## config.mk

```make
export PLATFORM = sky130hd
export DESIGN_NAME = actc_conv_timing
export DESIGN_NICKNAME = d
export VERILOG_FILES = /design/src/hdl/actc_pkg.sv /design/src/hdl/actc_conv_timing.sv /design/src/hdl/actc_pair_buffer.sv
export SDC_FILE = /design/constraint.sdc
export NUM_CORES = 1
export LEC_CHECK = 0
export BUFFER_PORTS_ARGS = -buffer_cell sky130_fd_sc_hd__buf_4
export CAP_MARGIN = 20
export CELL_PAD_IN_SITES_DETAIL_PLACEMENT = 1
export CELL_PAD_IN_SITES_GLOBAL_PLACEMENT = 1
export CORE_MARGIN = 1
export CORE_UTILIZATION = 46
export CTS_CLUSTER_SIZE = 25
export DETAILED_ROUTE_END_ITERATION = 12
export HOLD_SLACK_MARGIN = 0.03
export MAX_ROUTING_LAYER = met4
export PLACE_DENSITY_LB_ADDON = 0.2
export SKIP_CTS_REPAIR_TIMING = 1
export SYNTH_ARGS = -nofsm -noshare
export SYNTH_HDL_FRONTEND = slang
export SYNTH_SLANG_ARGS = --single-unit
```

## constraint.sdc

```tcl
create_clock -name clk -period 3.71 [get_ports clk]
set_clock_uncertainty 0.15 [all_clocks]
set_input_delay 0.742 -clock clk [delete_from_list [all_inputs] [get_ports clk]]
set_output_delay 0.742 -clock clk [all_outputs]
set_load 0.03 [all_outputs]
```

## src/hdl/actc_pkg.sv

```systemverilog
// Constants and types shared by the conversion timing controller.
// Assumes a single 40 MHz clock; every time becomes cycles of that clock.
package actc_pkg;

  localparam int CLK_PERIOD_NS = 25;
  localparam int WORD_W        = 16;
  localparam int CNT_W         = 7;

  // Conversion and busy limits, fast and normal mode
  localparam int CONV_FAST_NS  = 360;
  localparam int CONV_NORM_NS  = 485;
  localparam int CONV_FAST_CYC = CONV_FAST_NS / CLK_PERIOD_NS;
  localparam int CONV_NORM_CYC = CONV_NORM_NS / CLK_PERIOD_NS;
  // Result is pushed this many cycles before the conversion limit
  localparam int CONV_PUSH_LEAD = 3;

  // Busy pulse after the reset input is released
  localparam int RST_DLY_NS    = 10;
  localparam int RST_DLY_CYC   = (RST_DLY_NS / CLK_PERIOD_NS < 1) ? 1
                                 : RST_DLY_NS / CLK_PERIOD_NS;
  localparam int RST_BUSY_NS   = 500;
  localparam int RST_BUSY_CYC  = RST_BUSY_NS / CLK_PERIOD_NS;

  // Frame marker delays from conversion start
  localparam int SYNC_DUR_FAST_NS  = 15;
  localparam int SYNC_DUR_NORM_NS  = 135;
  localparam int SYNC_DUR_FAST_CYC = (SYNC_DUR_FAST_NS / CLK_PERIOD_NS < 1)
                                     ? 1 : SYNC_DUR_FAST_NS / CLK_PERIOD_NS;
  localparam int SYNC_DUR_NORM_CYC = SYNC_DUR_NORM_NS / CLK_PERIOD_NS;
  localparam int SYNC_AFT_FAST_NS  = 375;
  localparam int SYNC_AFT_NORM_NS  = 500;
  localparam int SYNC_AFT_FAST_CYC = SYNC_AFT_FAST_NS / CLK_PERIOD_NS;
  localparam int SYNC_AFT_NORM_CYC = SYNC_AFT_NORM_NS / CLK_PERIOD_NS;

  // Minimum shift clock period per divider code, and half period in cycles
  localparam int DIV_PERIOD_NS [4] = '{8, 16, 32, 64};
  localparam int DIV_HALF_CYC  [4] = '{
    (DIV_PERIOD_NS[0] + 2 * CLK_PERIOD_NS - 1) / (2 * CLK_PERIOD_NS),
    (DIV_PERIOD_NS[1] + 2 * CLK_PERIOD_NS - 1) / (2 * CLK_PERIOD_NS),
    (DIV_PERIOD_NS[2] + 2 * CLK_PERIOD_NS - 1) / (2 * CLK_PERIOD_NS),
    (DIV_PERIOD_NS[3] + 2 * CLK_PERIOD_NS - 1) / (2 * CLK_PERIOD_NS)};

  // Longest busy in master read after convert, per divider code
  localparam int BUSY_AFT_FAST_NS [4] = '{640, 920, 1470, 2570};
  localparam int BUSY_AFT_NORM_NS [4] = '{760, 1040, 1590, 2690};
  localparam int BUSY_AFT_FAST_CYC [4] = '{
    BUSY_AFT_FAST_NS[0] / CLK_PERIOD_NS, BUSY_AFT_FAST_NS[1] / CLK_PERIOD_NS,
    BUSY_AFT_FAST_NS[2] / CLK_PERIOD_NS, BUSY_AFT_FAST_NS[3] / CLK_PERIOD_NS};
  localparam int BUSY_AFT_NORM_CYC [4] = '{
    BUSY_AFT_NORM_NS[0] / CLK_PERIOD_NS, BUSY_AFT_NORM_NS[1] / CLK_PERIOD_NS,
    BUSY_AFT_NORM_NS[2] / CLK_PERIOD_NS, BUSY_AFT_NORM_NS[3] / CLK_PERIOD_NS};

  // Synchronised pin vector layout and its value after reset
  localparam int PIN_W     = 11;
  localparam int PIN_CNV   = 0;
  localparam int PIN_FAST  = 1;
  localparam int PIN_NORM  = 2;
  localparam int PIN_CS    = 3;
  localparam int PIN_RST   = 4;
  localparam int PIN_ECLK  = 5;
  localparam int PIN_CHAIN = 6;
  localparam int PIN_DIV0  = 7;
  localparam int PIN_RM0   = 9;
  localparam logic [PIN_W-1:0] PIN_RESET = 11'h009;

  typedef enum logic [2:0] {
    ST_IDLE    = 3'b000,
    ST_RSTDLY  = 3'b001,
    ST_RSTBUSY = 3'b010,
    ST_CONV    = 3'b011,
    ST_LOAD    = 3'b100,
    ST_SERIAL  = 3'b101
  } actc_state_t;

  typedef enum logic [1:0] {
    RD_PAR   = 2'b00,
    RD_MDUR  = 2'b01,
    RD_MAFT  = 2'b10,
    RD_SLAVE = 2'b11
  } actc_rdmode_t;

endpackage

```

## src/hdl/actc_conv_timing.sv

```systemverilog
// Conversion timing and result readout sequencer of a 16-bit converter.
// Assumes pins are asynchronous to clk; sampleCode comes from the core on clk.
//
// Contract
// - A conversion ends within 360 ns (fast) or 485 ns (normal).
// - Busy rises promptly after the falling edge of the start input.
// - Outside master read after convert, busy lasts at most 360/485 ns.
// - Wideband fast mode uses exactly the fast-mode timing.
// - On reset release busy rises about 10 ns later for about 500 ns.
// - Parallel data is valid within the conversion time, before busy falls.
// - Read during convert raises the frame 15/135 ns after the start.
// - The divider code sets a minimum shift period of 8, 16, 32 or 64 ns; read during convert ignores it and shifts at 50 ns.
// - Read after convert keeps busy within the per-divider table limit.
// - Read after convert raises the frame 375/500 ns after the start.
// - Read after convert drops busy shortly after the frame falls; with divider codes 0 and 1 the code cuts busy at the table limit first.
// - Device select high releases frame, shift clock and serial data.
// - Both mode pins high or fast alone select fast, both low normal.
`timescale 1ns/10ps
module actc_conv_timing (
  input  wire logic        clk,
  input  wire logic        rst_n,
  input  wire logic        conversion_start_n,
  input  wire logic        fastSelect,
  input  wire logic        normalSelect,
  input  wire logic        deviceSelect_n,
  input  wire logic        deviceReset,
  input  wire logic        extShiftClock,
  input  wire logic        serial_chain_in,
  input  wire logic [1:0]  shift_clock_divider,
  input  wire logic [1:0]  readMode,
  input  wire logic [15:0] sampleCode,
  output logic             busy,
  output logic [15:0]      parallelData,
  output logic             frameMarker,
  output logic             frameMarkerOe,
  output logic             shiftClock,
  output logic             shiftClockOe,
  output logic             serial_result_out,
  output logic             serialResultOe
);
  logic [actc_pkg::PIN_W-1:0] pinRaw;
  logic [actc_pkg::PIN_W-1:0] syncA;
  logic [actc_pkg::PIN_W-1:0] syncB;

  assign pinRaw = {readMode, shift_clock_divider, serial_chain_in,
                   extShiftClock, deviceReset, deviceSelect_n,
                   normalSelect, fastSelect, conversion_start_n};

  // Two flops per pin; only syncB is read by logic
  for (genvar i = 0; i < actc_pkg::PIN_W; i++)
  begin : g_sync
    always_ff @(posedge clk)
    begin
      if (!rst_n)
      begin
        syncA[i] <= actc_pkg::PIN_RESET[i];
        syncB[i] <= actc_pkg::PIN_RESET[i];
      end
      else
      begin
        syncA[i] <= pinRaw[i];
        syncB[i] <= syncA[i];
      end
    end
  end

  logic       cnvS;
  logic       csS;
  logic       rstS;
  logic       eclkS;
  logic [1:0] divS;
  logic [1:0] modeS;
  assign cnvS  = syncB[actc_pkg::PIN_CNV];
  assign csS   = syncB[actc_pkg::PIN_CS];
  assign rstS  = syncB[actc_pkg::PIN_RST];
  assign eclkS = syncB[actc_pkg::PIN_ECLK];
  assign divS  = syncB[actc_pkg::PIN_DIV0+1:actc_pkg::PIN_DIV0];
  assign modeS = syncB[actc_pkg::PIN_RM0+1:actc_pkg::PIN_RM0];

  // Control group
  actc_pkg::actc_state_t  state;
  actc_pkg::actc_state_t  next_state;
  actc_pkg::actc_rdmode_t modeL;
  actc_pkg::actc_rdmode_t next_modeL;
  logic [6:0] cnt;
  logic [6:0] next_cnt;
  logic [6:0] busyLen;
  logic [6:0] next_busyLen;
  logic [1:0] divL;
  logic [1:0] next_divL;
  logic       fastL;
  logic       next_fastL;
  logic       next_busy;
  logic       cnvPrev;
  logic       eclkPrev;
  logic       startEdge;
  logic       startTake;
  logic       goPulse;
  logic       push;
  logic [6:0] convEnd;
  logic [6:0] durSync;
  logic [6:0] aftSync;
  logic [6:0] busyLimit;

  // Readout group
  logic [15:0] shiftWord;
  logic [15:0] next_shiftWord;
  logic [15:0] next_parallelData;
  logic [4:0]  bitCnt;
  logic [4:0]  next_bitCnt;
  logic [1:0]  halfCnt;
  logic [1:0]  next_halfCnt;
  logic [1:0]  halfSel;
  logic        active;
  logic        next_active;
  logic        frameDone;
  logic        next_frameDone;
  logic        dataFresh;
  logic        next_dataFresh;
  logic        next_frameMarker;
  logic        next_shiftClock;
  logic        next_serialOut;
  logic        bufInReady;
  logic        bufOutValid;
  logic        bufOutReady;
  logic [15:0] bufOutWord;
  logic        popTake;

  actc_pair_buffer u_buf (
    .clk      (clk),
    .rst_n    (rst_n),
    .inValid  (push),
    .inReady  (bufInReady),
    .inWord   (sampleCode),
    .outValid (bufOutValid),
    .outReady (bufOutReady),
    .outWord  (bufOutWord)
  );

  always_comb
  begin
    startEdge  = cnvPrev && !cnvS;
    startTake  = 1'b0;
    goPulse    = 1'b0;
    push       = 1'b0;
    next_state = state;
    next_busy  = busy;
    next_fastL = fastL;
    next_modeL = modeL;
    next_divL  = divL;
    next_cnt   = (cnt == 7'h7F) ? cnt : cnt + 7'h01;
    convEnd    = 7'((fastL ? actc_pkg::CONV_FAST_CYC
                      : actc_pkg::CONV_NORM_CYC) - actc_pkg::CONV_PUSH_LEAD);
    durSync    = 7'(fastL ? actc_pkg::SYNC_DUR_FAST_CYC
                          : actc_pkg::SYNC_DUR_NORM_CYC);
    aftSync    = 7'(fastL ? actc_pkg::SYNC_AFT_FAST_CYC
                          : actc_pkg::SYNC_AFT_NORM_CYC);
    busyLimit  = 7'(fastL ? actc_pkg::BUSY_AFT_FAST_CYC[divL]
                          : actc_pkg::BUSY_AFT_NORM_CYC[divL]);
    next_busyLen = busy ? ((busyLen == 7'h7F) ? busyLen : busyLen + 7'h01)
                        : 7'h00;
    if ((state == actc_pkg::ST_CONV || state == actc_pkg::ST_SERIAL) &&
        ((modeL == actc_pkg::RD_MDUR && cnt == durSync - 7'h01) ||
         (modeL == actc_pkg::RD_MAFT && cnt == aftSync - 7'h01)))
      goPulse = 1'b1;
    case (state)
      actc_pkg::ST_IDLE:
      begin
        next_cnt = 7'h00;
        if (startEdge)
        begin
          startTake  = 1'b1;
          next_state = actc_pkg::ST_CONV;
          next_busy  = 1'b1;
          // Wideband and plain fast share one timing set
          next_fastL = syncB[actc_pkg::PIN_FAST];
          next_modeL = actc_pkg::actc_rdmode_t'(modeS);
          next_divL  = divS;
        end
      end
      actc_pkg::ST_RSTDLY:
      begin
        next_cnt  = 7'h00;
        next_busy = 1'b0;
        if (!rstS)
        begin
          next_state = actc_pkg::ST_RSTBUSY;
          next_busy  = 1'b1;
        end
      end
      actc_pkg::ST_RSTBUSY:
      begin
        if (cnt == 7'(actc_pkg::RST_BUSY_CYC - actc_pkg::RST_DLY_CYC))
        begin
          next_state = actc_pkg::ST_IDLE;
          next_busy  = 1'b0;
        end
      end
      actc_pkg::ST_CONV:
      begin
        // A full buffer holds the conversion here rather than drop a word
        if (cnt >= convEnd && bufInReady)
        begin
          push = 1'b1;
          case (modeL)
            actc_pkg::RD_PAR:  next_state = actc_pkg::ST_LOAD;
            actc_pkg::RD_MAFT: next_state = actc_pkg::ST_SERIAL;
            default:
            begin
              next_state = actc_pkg::ST_IDLE;
              next_busy  = 1'b0;
            end
          endcase
        end
      end
      actc_pkg::ST_LOAD:
      begin
        if (dataFresh)
        begin
          next_state = actc_pkg::ST_IDLE;
          next_busy  = 1'b0;
        end
      end
      actc_pkg::ST_SERIAL:
      begin
        // Busy is cut at the table limit even if the frame still runs
        if (frameDone || csS || cnt >= busyLimit - 7'h01)
        begin
          next_state = actc_pkg::ST_IDLE;
          next_busy  = 1'b0;
        end
      end
      default:
      begin
        next_state = actc_pkg::ST_IDLE;
        next_busy  = 1'b0;
      end
    endcase
    if (rstS)
    begin
      next_state = actc_pkg::ST_RSTDLY;
      next_busy  = 1'b0;
      startTake  = 1'b0;
      push       = 1'b0;
      goPulse    = 1'b0;
    end
  end

  always_ff @(posedge clk)
  begin
    if (!rst_n)
    begin
      state    <= actc_pkg::ST_IDLE;
      busy     <= 1'b0;
      fastL    <= 1'b0;
      modeL    <= actc_pkg::RD_PAR;
      divL     <= 2'h0;
      cnt      <= 7'h00;
      busyLen  <= 7'h00;
      cnvPrev  <= 1'b1;
      eclkPrev <= 1'b0;
    end
    else
    begin
      state    <= next_state;
      busy     <= next_busy;
      fastL    <= next_fastL;
      modeL    <= next_modeL;
      divL     <= next_divL;
      cnt      <= next_cnt;
      busyLen  <= next_busyLen;
      cnvPrev  <= cnvS;
      eclkPrev <= eclkS;
    end
  end

  always_comb
  begin
    halfSel = (modeL == actc_pkg::RD_MAFT)
              ? 2'(actc_pkg::DIV_HALF_CYC[divL])
              : 2'(actc_pkg::DIV_HALF_CYC[0]);
    bufOutReady = !active && !(modeL == actc_pkg::RD_SLAVE &&
                  bitCnt != 5'h00 && bitCnt != 5'h10);
    popTake           = bufOutValid && bufOutReady;
    next_shiftWord    = shiftWord;
    next_parallelData = parallelData;
    next_bitCnt       = bitCnt;
    next_halfCnt      = halfCnt;
    next_active       = active;
    next_frameDone    = 1'b0;
    next_dataFresh    = startTake ? 1'b0 : dataFresh;
    next_frameMarker  = frameMarker;
    next_shiftClock   = shiftClock;
    next_serialOut    = serial_result_out;
    if (popTake)
    begin
      if (modeL == actc_pkg::RD_PAR)
      begin
        next_parallelData = bufOutWord;
        next_dataFresh    = 1'b1;
      end
      else
      begin
        next_shiftWord = bufOutWord;
        next_bitCnt    = 5'h10;
        next_serialOut = bufOutWord[15];
      end
    end
    if (goPulse && !active && !csS && bitCnt != 5'h00)
    begin
      next_active      = 1'b1;
      next_frameMarker = 1'b1;
      next_halfCnt     = 2'h0;
      next_shiftClock  = 1'b0;
    end
    else if (active)
    begin
      if (halfCnt == halfSel - 2'h1)
      begin
        next_halfCnt    = 2'h0;
        next_shiftClock = !shiftClock;
        if (shiftClock)
        begin
          next_shiftWord = {shiftWord[14:0], syncB[actc_pkg::PIN_CHAIN]};
          next_serialOut = shiftWord[14];
          next_bitCnt    = bitCnt - 5'h01;
          if (bitCnt == 5'h01)
          begin
            next_active      = 1'b0;
            next_frameMarker = 1'b0;
            next_shiftClock  = 1'b0;
            next_frameDone   = 1'b1;
          end
        end
      end
      else
        next_halfCnt = halfCnt + 2'h1;
    end
    // Host clock only steps the word; its period is the host's concern
    if (modeL == actc_pkg::RD_SLAVE && eclkS && !eclkPrev &&
        bitCnt != 5'h00)
    begin
      next_shiftWord = {shiftWord[14:0], syncB[actc_pkg::PIN_CHAIN]};
      next_serialOut = shiftWord[14];
      next_bitCnt    = bitCnt - 5'h01;
    end
    if (rstS)
    begin
      next_active      = 1'b0;
      next_frameMarker = 1'b0;
      next_shiftClock  = 1'b0;
      next_bitCnt      = 5'h00;
    end
  end

  always_ff @(posedge clk)
  begin
    if (!rst_n)
    begin
      shiftWord         <= 16'h0000;
      parallelData      <= 16'h0000;
      bitCnt            <= 5'h00;
      halfCnt           <= 2'h0;
      active            <= 1'b0;
      frameDone         <= 1'b0;
      dataFresh         <= 1'b0;
      frameMarker       <= 1'b0;
      shiftClock        <= 1'b0;
      serial_result_out <= 1'b0;
      frameMarkerOe     <= 1'b0;
      shiftClockOe      <= 1'b0;
      serialResultOe    <= 1'b0;
    end
    else
    begin
      shiftWord         <= next_shiftWord;
      parallelData      <= next_parallelData;
      bitCnt            <= next_bitCnt;
      halfCnt           <= next_halfCnt;
      active            <= next_active;
      frameDone         <= next_frameDone;
      dataFresh         <= next_dataFresh;
      frameMarker       <= next_frameMarker;
      shiftClock        <= next_shiftClock;
      serial_result_out <= next_serialOut;
      frameMarkerOe     <= !csS && modeL != actc_pkg::RD_PAR;
      shiftClockOe      <= !csS && (modeL == actc_pkg::RD_MDUR ||
                                    modeL == actc_pkg::RD_MAFT);
      serialResultOe    <= !csS && modeL != actc_pkg::RD_PAR;
    end
  end
endmodule

```

## src/hdl/actc_pair_buffer.sv

```systemverilog
// Two-entry result buffer with valid/ready on both sides.
// Assumes both sides sit on clk; a stalled reader backs up into inReady.
`timescale 1ns/10ps
module actc_pair_buffer (
  input  wire logic        clk,
  input  wire logic        rst_n,
  input  wire logic        inValid,
  output logic             inReady,
  input  wire logic [15:0] inWord,
  output logic             outValid,
  input  wire logic        outReady,
  output logic [15:0]      outWord
);
  logic [15:0] mem [2];
  logic [15:0] next_mem [2];
  logic        wrPtr;
  logic        next_wrPtr;
  logic        rdPtr;
  logic        next_rdPtr;
  logic [1:0]  count;
  logic [1:0]  next_count;
  logic        doWrite;
  logic        doRead;

  assign inReady  = (count != 2'h2);
  assign outValid = (count != 2'h0);
  assign outWord  = mem[rdPtr];

  always_comb
  begin
    doWrite    = inValid && inReady;
    doRead     = outValid && outReady;
    next_mem   = mem;
    next_wrPtr = wrPtr;
    next_rdPtr = rdPtr;
    next_count = count;
    if (doWrite)
    begin
      next_mem[wrPtr] = inWord;
      next_wrPtr      = ~wrPtr;
    end
    if (doRead)
      next_rdPtr = ~rdPtr;
    if (doWrite && !doRead)
      next_count = count + 2'h1;
    else if (doRead && !doWrite)
      next_count = count - 2'h1;
  end

  always_ff @(posedge clk)
  begin
    if (!rst_n)
    begin
      mem[0] <= 16'h0000;
      mem[1] <= 16'h0000;
      wrPtr  <= 1'b0;
      rdPtr  <= 1'b0;
      count  <= 2'h0;
    end
    else
    begin
      mem   <= next_mem;
      wrPtr <= next_wrPtr;
      rdPtr <= next_rdPtr;
      count <= next_count;
    end
  end
endmodule

```

* Word-level counts from Yosys, hierarchy flattened
Index checks and enable logic that the tools add are counted.
** Cells by class
- $add $sub $neg :: 10
- Equal/unequal tests :: 27
- Order comparisons :: 6
- Bitwise operators :: 9
- Mux-type cells :: 83
- Reduce and logical (&&, ||, !) cells :: 57
** Operator list (count)
- $bmux W32 S2 :: 3
- $mux W16 :: 11
- $mux W5 :: 9
- $mux W1 :: 38
- $mux W7 :: 5
- $bwmux W32 :: 1
- $logic_and A1 B1 Y1 :: 21
- $mux W3 :: 6
- $pmux W3 S6 :: 1
- $demux W16 S1 :: 1
- $eq A7 B7 Y1 :: 2
- $ge A7 B7 Y1 :: 2
- $reduce_bool A2 Y1 :: 7
- $mux W2 :: 6
- $ne A2 B2 Y1 const B :: 5
- $reduce_and A5 Y1 :: 2
- $ne A3 B3 Y1 const B :: 3
- $logic_not A1 Y1 :: 8
- $add A7 B1 Y7 const B :: 1
- $eq A7 B5 Y1 const B :: 1
- $eq A7 B7 Y1 const B :: 1
- $sub A7 B1 Y7 const B :: 1
- $eq A3 B2 Y1 const B :: 2
- $eq A3 B3 Y1 const B :: 2
- other kinds (32) :: 53
** Storage, ports and cells
- Logic and storage cells :: 238
- Register bits after elaboration :: 121
- Input bits :: 29

* Longest topological paths before layout
- Depth after elaboration :: 13
- Gate-level depth with buffers :: 12
- Depth with buffers taken out :: 11

* Hierarchy
From an unflattened synthesis, not the netlist that was laid out.
** Second synthesis, totals
- Cells, all modules :: 553
- Area total of the unflattened synthesis :: 5494.0 µm²
** Modules (own cells, without submodules)
- actc_conv_timing :: area an instance 3837.4 µm², instances 1, cells an instance 392
- actc_pair_buffer :: area an instance 1656.6 µm², instances 1, cells an instance 161

* Worst setup path after synthesis
Ideal clock, no wire load.
- Path type :: reg-to-reg
- Start :: reg bitCnt[0]
- End :: reg u_buf.count[1]
- Library setup time :: 0.076 ns
- Period minus slack after synthesis :: 2.573 ns
- Setup slack :: 1.137 ns
- Stages on the path, launching flop included :: 11
- Arrival :: 2.348 ns
- Required time :: 3.484 ns
- Buffers on the path :: 2
- Path through :: dfxtp_1 inv_1 ha_1 or3b_4 a211oi_2 buf_4 buf_4 inv_1 ha_1 or3_1 a21boi_0
** Between the ends
- Cells in the longest elaborated chain, start to end :: 9
- Elaborated cells on any way between the ends :: 12
- Classes of those cells :: eq/ne (1); mux (1); reduce/logical (10)
** Ends and longest elaborated chain
- start, declared :: RTL line actc_conv_timing.sv:109 : logic [4:0] bitCnt;
- start signal, assigned :: RTL line actc_conv_timing.sv:378 : bitCnt <= next_bitCnt;
- $reduce_bool A5 Y1 :: RTL line actc_conv_timing.sv:283 : bitCnt != 5'h00 && bitCnt != 5'h10);
- $logic_and A1 B1 Y1 :: RTL line actc_conv_timing.sv:282 : bufOutReady = !active && !(modeL == actc_pkg::RD_SLAVE &&
- $logic_and A1 B1 Y1 (*) :: RTL line actc_conv_timing.sv:283
- $logic_not A1 Y1 (*) :: RTL line actc_conv_timing.sv:282
- $logic_and A1 B1 Y1 (*) :: RTL line actc_conv_timing.sv:282
- $logic_and A1 B1 Y1 (*) :: RTL line actc_pair_buffer.sv:32 : doRead = outValid && outReady;
- $logic_not A1 Y1 :: RTL line actc_pair_buffer.sv:44 : if (doWrite && !doRead)
- $logic_and A1 B1 Y1 :: RTL line actc_pair_buffer.sv:44
- $mux W2 / $reduce_bool A2 Y1 (equally long branches)
- end signal, assigned :: RTL line actc_pair_buffer.sv:65 : count <= next_count;
- end, declared :: RTL line actc_pair_buffer.sv:20 : logic [1:0] count;
Mark *: on every way between the ends. The rest lies on a longest branch, timed or not.
A chain may end at the register's enable or synchronous reset.

* Worst setup path in the final report
- Start :: reg fastL
- End :: reg busy
** Between the ends
- Cells in the longest elaborated chain, start to end :: 6
- Elaborated cells on any way between the ends :: 11
- Classes of those cells :: add/sub (2); order compare (2); eq/ne (2); mux (2); reduce/logical (3)
** Ends and longest elaborated chain
- start, declared :: RTL line actc_conv_timing.sv:91 : logic fastL;
- start signal, assigned :: RTL line actc_conv_timing.sv:267 : fastL <= next_fastL;
- $mux W7 / $mux W5 (equally long branches) :: RTL line actc_conv_timing.sv:158, actc_conv_timing.sv:152
- $sub A7 B1 Y7 / $sub A5 B2 Y6 (equally long branches) :: RTL line actc_conv_timing.sv:227, actc_conv_timing.sv:153
- $ge A7 B7 Y1 (on tied branches) :: RTL line actc_conv_timing.sv:227, actc_conv_timing.sv:202
- $logic_or A1 B1 Y1 / $logic_and A1 B1 Y1 (equally long branches) :: RTL line actc_conv_timing.sv:227, actc_conv_timing.sv:202
- $ne A2 B1 Y1 (no line)
- $reduce_and A6 Y1 (no line) (*)
- end signal, assigned :: RTL line actc_conv_timing.sv:266 : busy <= next_busy;
- end, declared :: RTL line actc_conv_timing.sv:32 : output logic busy,
Marked as above.

==> impl_summary.log <==
INFO  metric run_status = finished, final reports clean
INFO  metric static-leakage-power = around 0.0028 uW
INFO  metric fillcell_total = roughly 1300
INFO  metric fraction_of_the_mapped_netlist_area_in_compound_gates = 0.1290
INFO  metric critical_path_peak_fanout = 9
INFO  metric yosys.area_share.simple = 0.2077
INFO  metric synth_top_family_by_area = simple AND/OR/NAND/NOR gates
INFO  metric async_reset_ff_frac = 0
INFO  metric post_route_ant_nets = 0
INFO  metric floorplan.die.width = between 100 and 150 um
INFO  metric boundaryPins = between 50 and 60
INFO  metric cts-htree-levels = 4
INFO  metric place.port_buffers = 50
INFO  metric rr_startpoint = fastL$_SDFFE_PN0P_
INFO  metric endpoint_kind = register
INFO  metric hold_path_class = register to register
INFO  metric rsz_0062_raised_after_global_routing = false
INFO  metric max-vdd-ir-drop = between 300 and 400 uV
INFO  metric post_synth_xor_area_fraction = 0.02548
INFO  metric clock-sinks = 120
INFO  metric setup.reg_to_reg.worst_slack = approximately 0.74 ns
INFO  metric insertion_delay_of_the_later_clocked_pin_in_the_worst_skew_pair = roughly 0.42 ns
INFO  metric min-delay-start = syncA[0]$_SDFF_PN1_
INFO  metric post-route-min-period = roughly 3.0 ns
INFO  metric detailedRoute.firstIterationViolations = approximately 160
INFO  metric synth.yosys.warnings = 0
INFO  metric post_detailed_route_via_to_cell_ratio = 5.541
INFO  metric power.density = ~630 mW/mm2
INFO  metric sequential_cell_area = roughly 0.0024 mm2
INFO  metric synthesis.instances = between 500 and 600
INFO  metric achievable-frequency = roughly 340 MHz
INFO  metric floorplan.rows = 39
INFO  metric drt-pass1-iter-count = 4
INFO  metric synth_flop_cell = sky130_fd_sc_hd__dfxtp_1
INFO  metric worstMarginPinSlew = 1.054 ns
INFO  metric groute.usage.overall = 0.2395
INFO  metric dp.final_hpwl = 8.969 mm
INFO  metric yosysTopAreaCell = sky130_fd_sc_hd__dfxtp_1
INFO  metric grt_max_degree = 96
INFO  metric post_synth_most_frequent_cells = sky130_fd_sc_hd__dfxtp_1, sky130_fd_sc_hd__mux2i_1, sky130_fd_sc_hd__a21oi_1
INFO  metric worst_slew_margin_rel = 0.2965
INFO  metric yosys.area_share.adder = 0.05232
INFO  metric finalHoldViolCount = 0
INFO  metric post-synth-top-area-fraction = 0.4368
INFO  metric vias = between 4000 and 5000
INFO  metric fp.coreArea = roughly 0.012 mm2
INFO  metric synthesis.area_per_instance = approximately 9.5 um2
INFO  metric synth-edff-count = 0
INFO  metric syn_to_final_growth = 18.36%
INFO  metric critPathKind = register to register
INFO  metric hold_depth = 1
INFO  metric cts.path.max_buffers = 2
INFO  metric synth.area.mux_share = 0.1019
INFO  metric globalRoute.totalOverflow = 0
INFO  metric place_congestion = just under 0.8
INFO  metric finish.net_count = approximately 670
INFO  metric start_util = 0.4776
INFO  metric worst_ep_required_time = 3.90 ns
INFO  metric postRouteWirelength = 13.71 mm
INFO  metric fin_hold_ws = 0.2582 ns
INFO  metric grt_pass1_vias = between 4000 and 5000
INFO  metric endpoint_worst_hold = cnvS$_SDFF_PN1_
INFO  metric clock_pin_slew_on_the_worst_setup_and_hold_paths = ~0.05 ns
INFO  metric synth_seq_cells = 120
INFO  metric die_height = between 100 and 150 um
INFO  metric clock_tree.root_cell = sky130_fd_sc_hd__clkbuf_16
INFO  metric worstSetupStartpointType = register
INFO  metric synth.most_common_cell = sky130_fd_sc_hd__dfxtp_1
INFO  metric final-setup-viol-count = 0
INFO  metric n_antenna_cell = 0
INFO  metric synthTopCellsByArea = sky130_fd_sc_hd__dfxtp_1, sky130_fd_sc_hd__mux2i_1, sky130_fd_sc_hd__ha_1
INFO  metric synth.yosys.seq_area_share = 0.4368
INFO  metric antenna_found_initial = 0
INFO  metric drc = 0
INFO  metric post_synth_instance_area = roughly 0.0055 mm2
INFO  metric fin_crit_sh = 0.8004
INFO  metric area_occupied_by_multi_input_gates = around 0.0028 mm2
INFO  metric cts_buffers = 17
INFO  metric tritoncts = yes
INFO  metric die_ar = between 0.01 and 0.015 mm2
INFO  metric yosys.cell_types.count = 54
INFO  metric arr_time_crit_path = between 3 and 4 ns
INFO  metric timing.reg2reg.worst_path_depth = 11
INFO  metric worst_reg2reg_path_endpoint = busy$_SDFFE_PP0P_
INFO  metric setup-tns-final = 0 ns
INFO  metric drv_cap = 0
INFO  metric slew_violations = 0
INFO  metric wl_per_cell = ~18 um
INFO  metric grt_first_pass_wirelength = 22.38 mm
INFO  metric post_route_cells_drive_above_1_share = 0.1648
INFO  metric total_nets_after_synthesis = ~630
per-layer routing:
layer | vias up | routed length, um | GRT usage
li1 | 2087 | - | -
met1 | 2120 | 6340 | 0.2856
met2 | 64 | 6772 | 0.3975
met3 | 18 | 378 | 0.05008
met4 | 0 | 217 | 0.09099
met5 | - | 0 | -
per-stage QoR:
step           setup WS (ns)  instance area [um2]  instances  power [uW]  utilization
6_report              0.7405                 6510        774        4081       0.5653
5_1_grt               0.5064                 6510        774        4237       0.5653
4_1_cts               0.7729                 6510        774        4111       0.5653
3_5_place_dp          0.8222                 5908        743        2434       0.5130
3_3_place_gp          0.9499                 5908        743        2389       0.5130
2_1_floorplan          1.137                 5500        580        2230            -
kinds of logic (layout without fill, tap and decap cells):
kind of cell             count (synthesis)  after routing
AO/OA/AOI/OAI                          103            103
flip-flops                             120            120
multiplexers                            56             56
buffers and inverters                   50            101
AND/OR/NAND/NOR                        212            212
adder cells (fa/ha/maj)                 23             23
XOR/XNOR                                16             16
state kept, by name, indices dropped and copies added, names as in the netlist, 3 cells and up:
register and flops:
u_buf.mem 32, cnt 7, parallelData 16, state 3, syncA 10, shiftWord 15, bitCnt 5
report_power, final:
part	switching [uW]	leakage (uW)	internal [uW]
clock	574	0.000294	1090
sequential	143	0.000976	1420
combinational	506	0.00151	353
total	1220	0.00278	2860
worst max-delay path: stages, from the launching register on:
cell                       delay [ns]
sky130_fd_sc_hd__dfxtp_1         0.54
sky130_fd_sc_hd__inv_1           0.15
sky130_fd_sc_hd__xnor2_1         0.24
sky130_fd_sc_hd__ha_1            0.23
sky130_fd_sc_hd__nand3_1         0.10
sky130_fd_sc_hd__xnor2_1         0.14
sky130_fd_sc_hd__ha_1            0.30
sky130_fd_sc_hd__nand3_1         0.09
sky130_fd_sc_hd__a21boi_0        0.20
sky130_fd_sc_hd__a211oi_1        0.10
sky130_fd_sc_hd__or3_1           0.44
sky130_fd_sc_hd__o22ai_1         0.19
how the worst max path moves through the flow:
stage                         start                           to  slack, ns  depth (start not counted)
2_1_floorplan  bitCnt[0]$_SDFF_PP0_  u_buf.count[1]$_SDFFE_PN0P_       1.14                         10
3_3_place_gp     fastL$_SDFFE_PN0P_        state[1]$_SDFFE_PP0P_       0.95                         10
3_5_place_dp     fastL$_SDFFE_PN0P_            busy$_SDFFE_PP0P_       0.82                         11
4_1_cts          fastL$_SDFFE_PN0P_            busy$_SDFFE_PP0P_       0.77                         11
5_1_grt          fastL$_SDFFE_PN0P_            busy$_SDFFE_PP0P_       0.51                         11
6_report         fastL$_SDFFE_PN0P_            busy$_SDFFE_PP0P_       0.74                         11
cell type report:
class | instances | area share
multi-input combinational | 410 | 0.4372
sequential | 120 | 0.3690
clock buffer | 24 | 0.07861
timing repair buffer | 58 | 0.06688
tap | 143 | 0.02748
clock inverter | 7 | 0.01384
inverter | 12 | 0.006919
placed cells by master, fill, tap and decap left out, types with 3 or more instances in the layout:
cell                        synthesis  routed
sky130_fd_sc_hd__clkinv_2           0       3
sky130_fd_sc_hd__a21oi_1           48      48
sky130_fd_sc_hd__o21ai_0            5       5
sky130_fd_sc_hd__and2_1            21      21
sky130_fd_sc_hd__nor3_1             6       6
sky130_fd_sc_hd__dfxtp_1          120     120
sky130_fd_sc_hd__o211a_1           16      16
sky130_fd_sc_hd__and3_1             6       6
sky130_fd_sc_hd__nand2b_1          10      10
sky130_fd_sc_hd__or3_1              5       5
sky130_fd_sc_hd__nand2_1           47      47
sky130_fd_sc_hd__mux2i_1           56      56
sky130_fd_sc_hd__clkbuf_16          0      17
sky130_fd_sc_hd__nor2b_1           44      44
sky130_fd_sc_hd__ha_1              23      23
sky130_fd_sc_hd__xor2_1             9       9
sky130_fd_sc_hd__nor2_1            40      40
sky130_fd_sc_hd__nor4_1             3       3
sky130_fd_sc_hd__a31o_2            10      10
sky130_fd_sc_hd__xnor2_1            7       7
sky130_fd_sc_hd__a31o_1             8       8
sky130_fd_sc_hd__nand3_1            9       9
sky130_fd_sc_hd__buf_4              6      58
sky130_fd_sc_hd__nand3b_1           3       3
sky130_fd_sc_hd__inv_1             11      11
sky130_fd_sc_hd__a211oi_1           3       3
sky130_fd_sc_hd__clkbuf_8           0       6
Note: power is estimated with default switching activity, not from simulation.
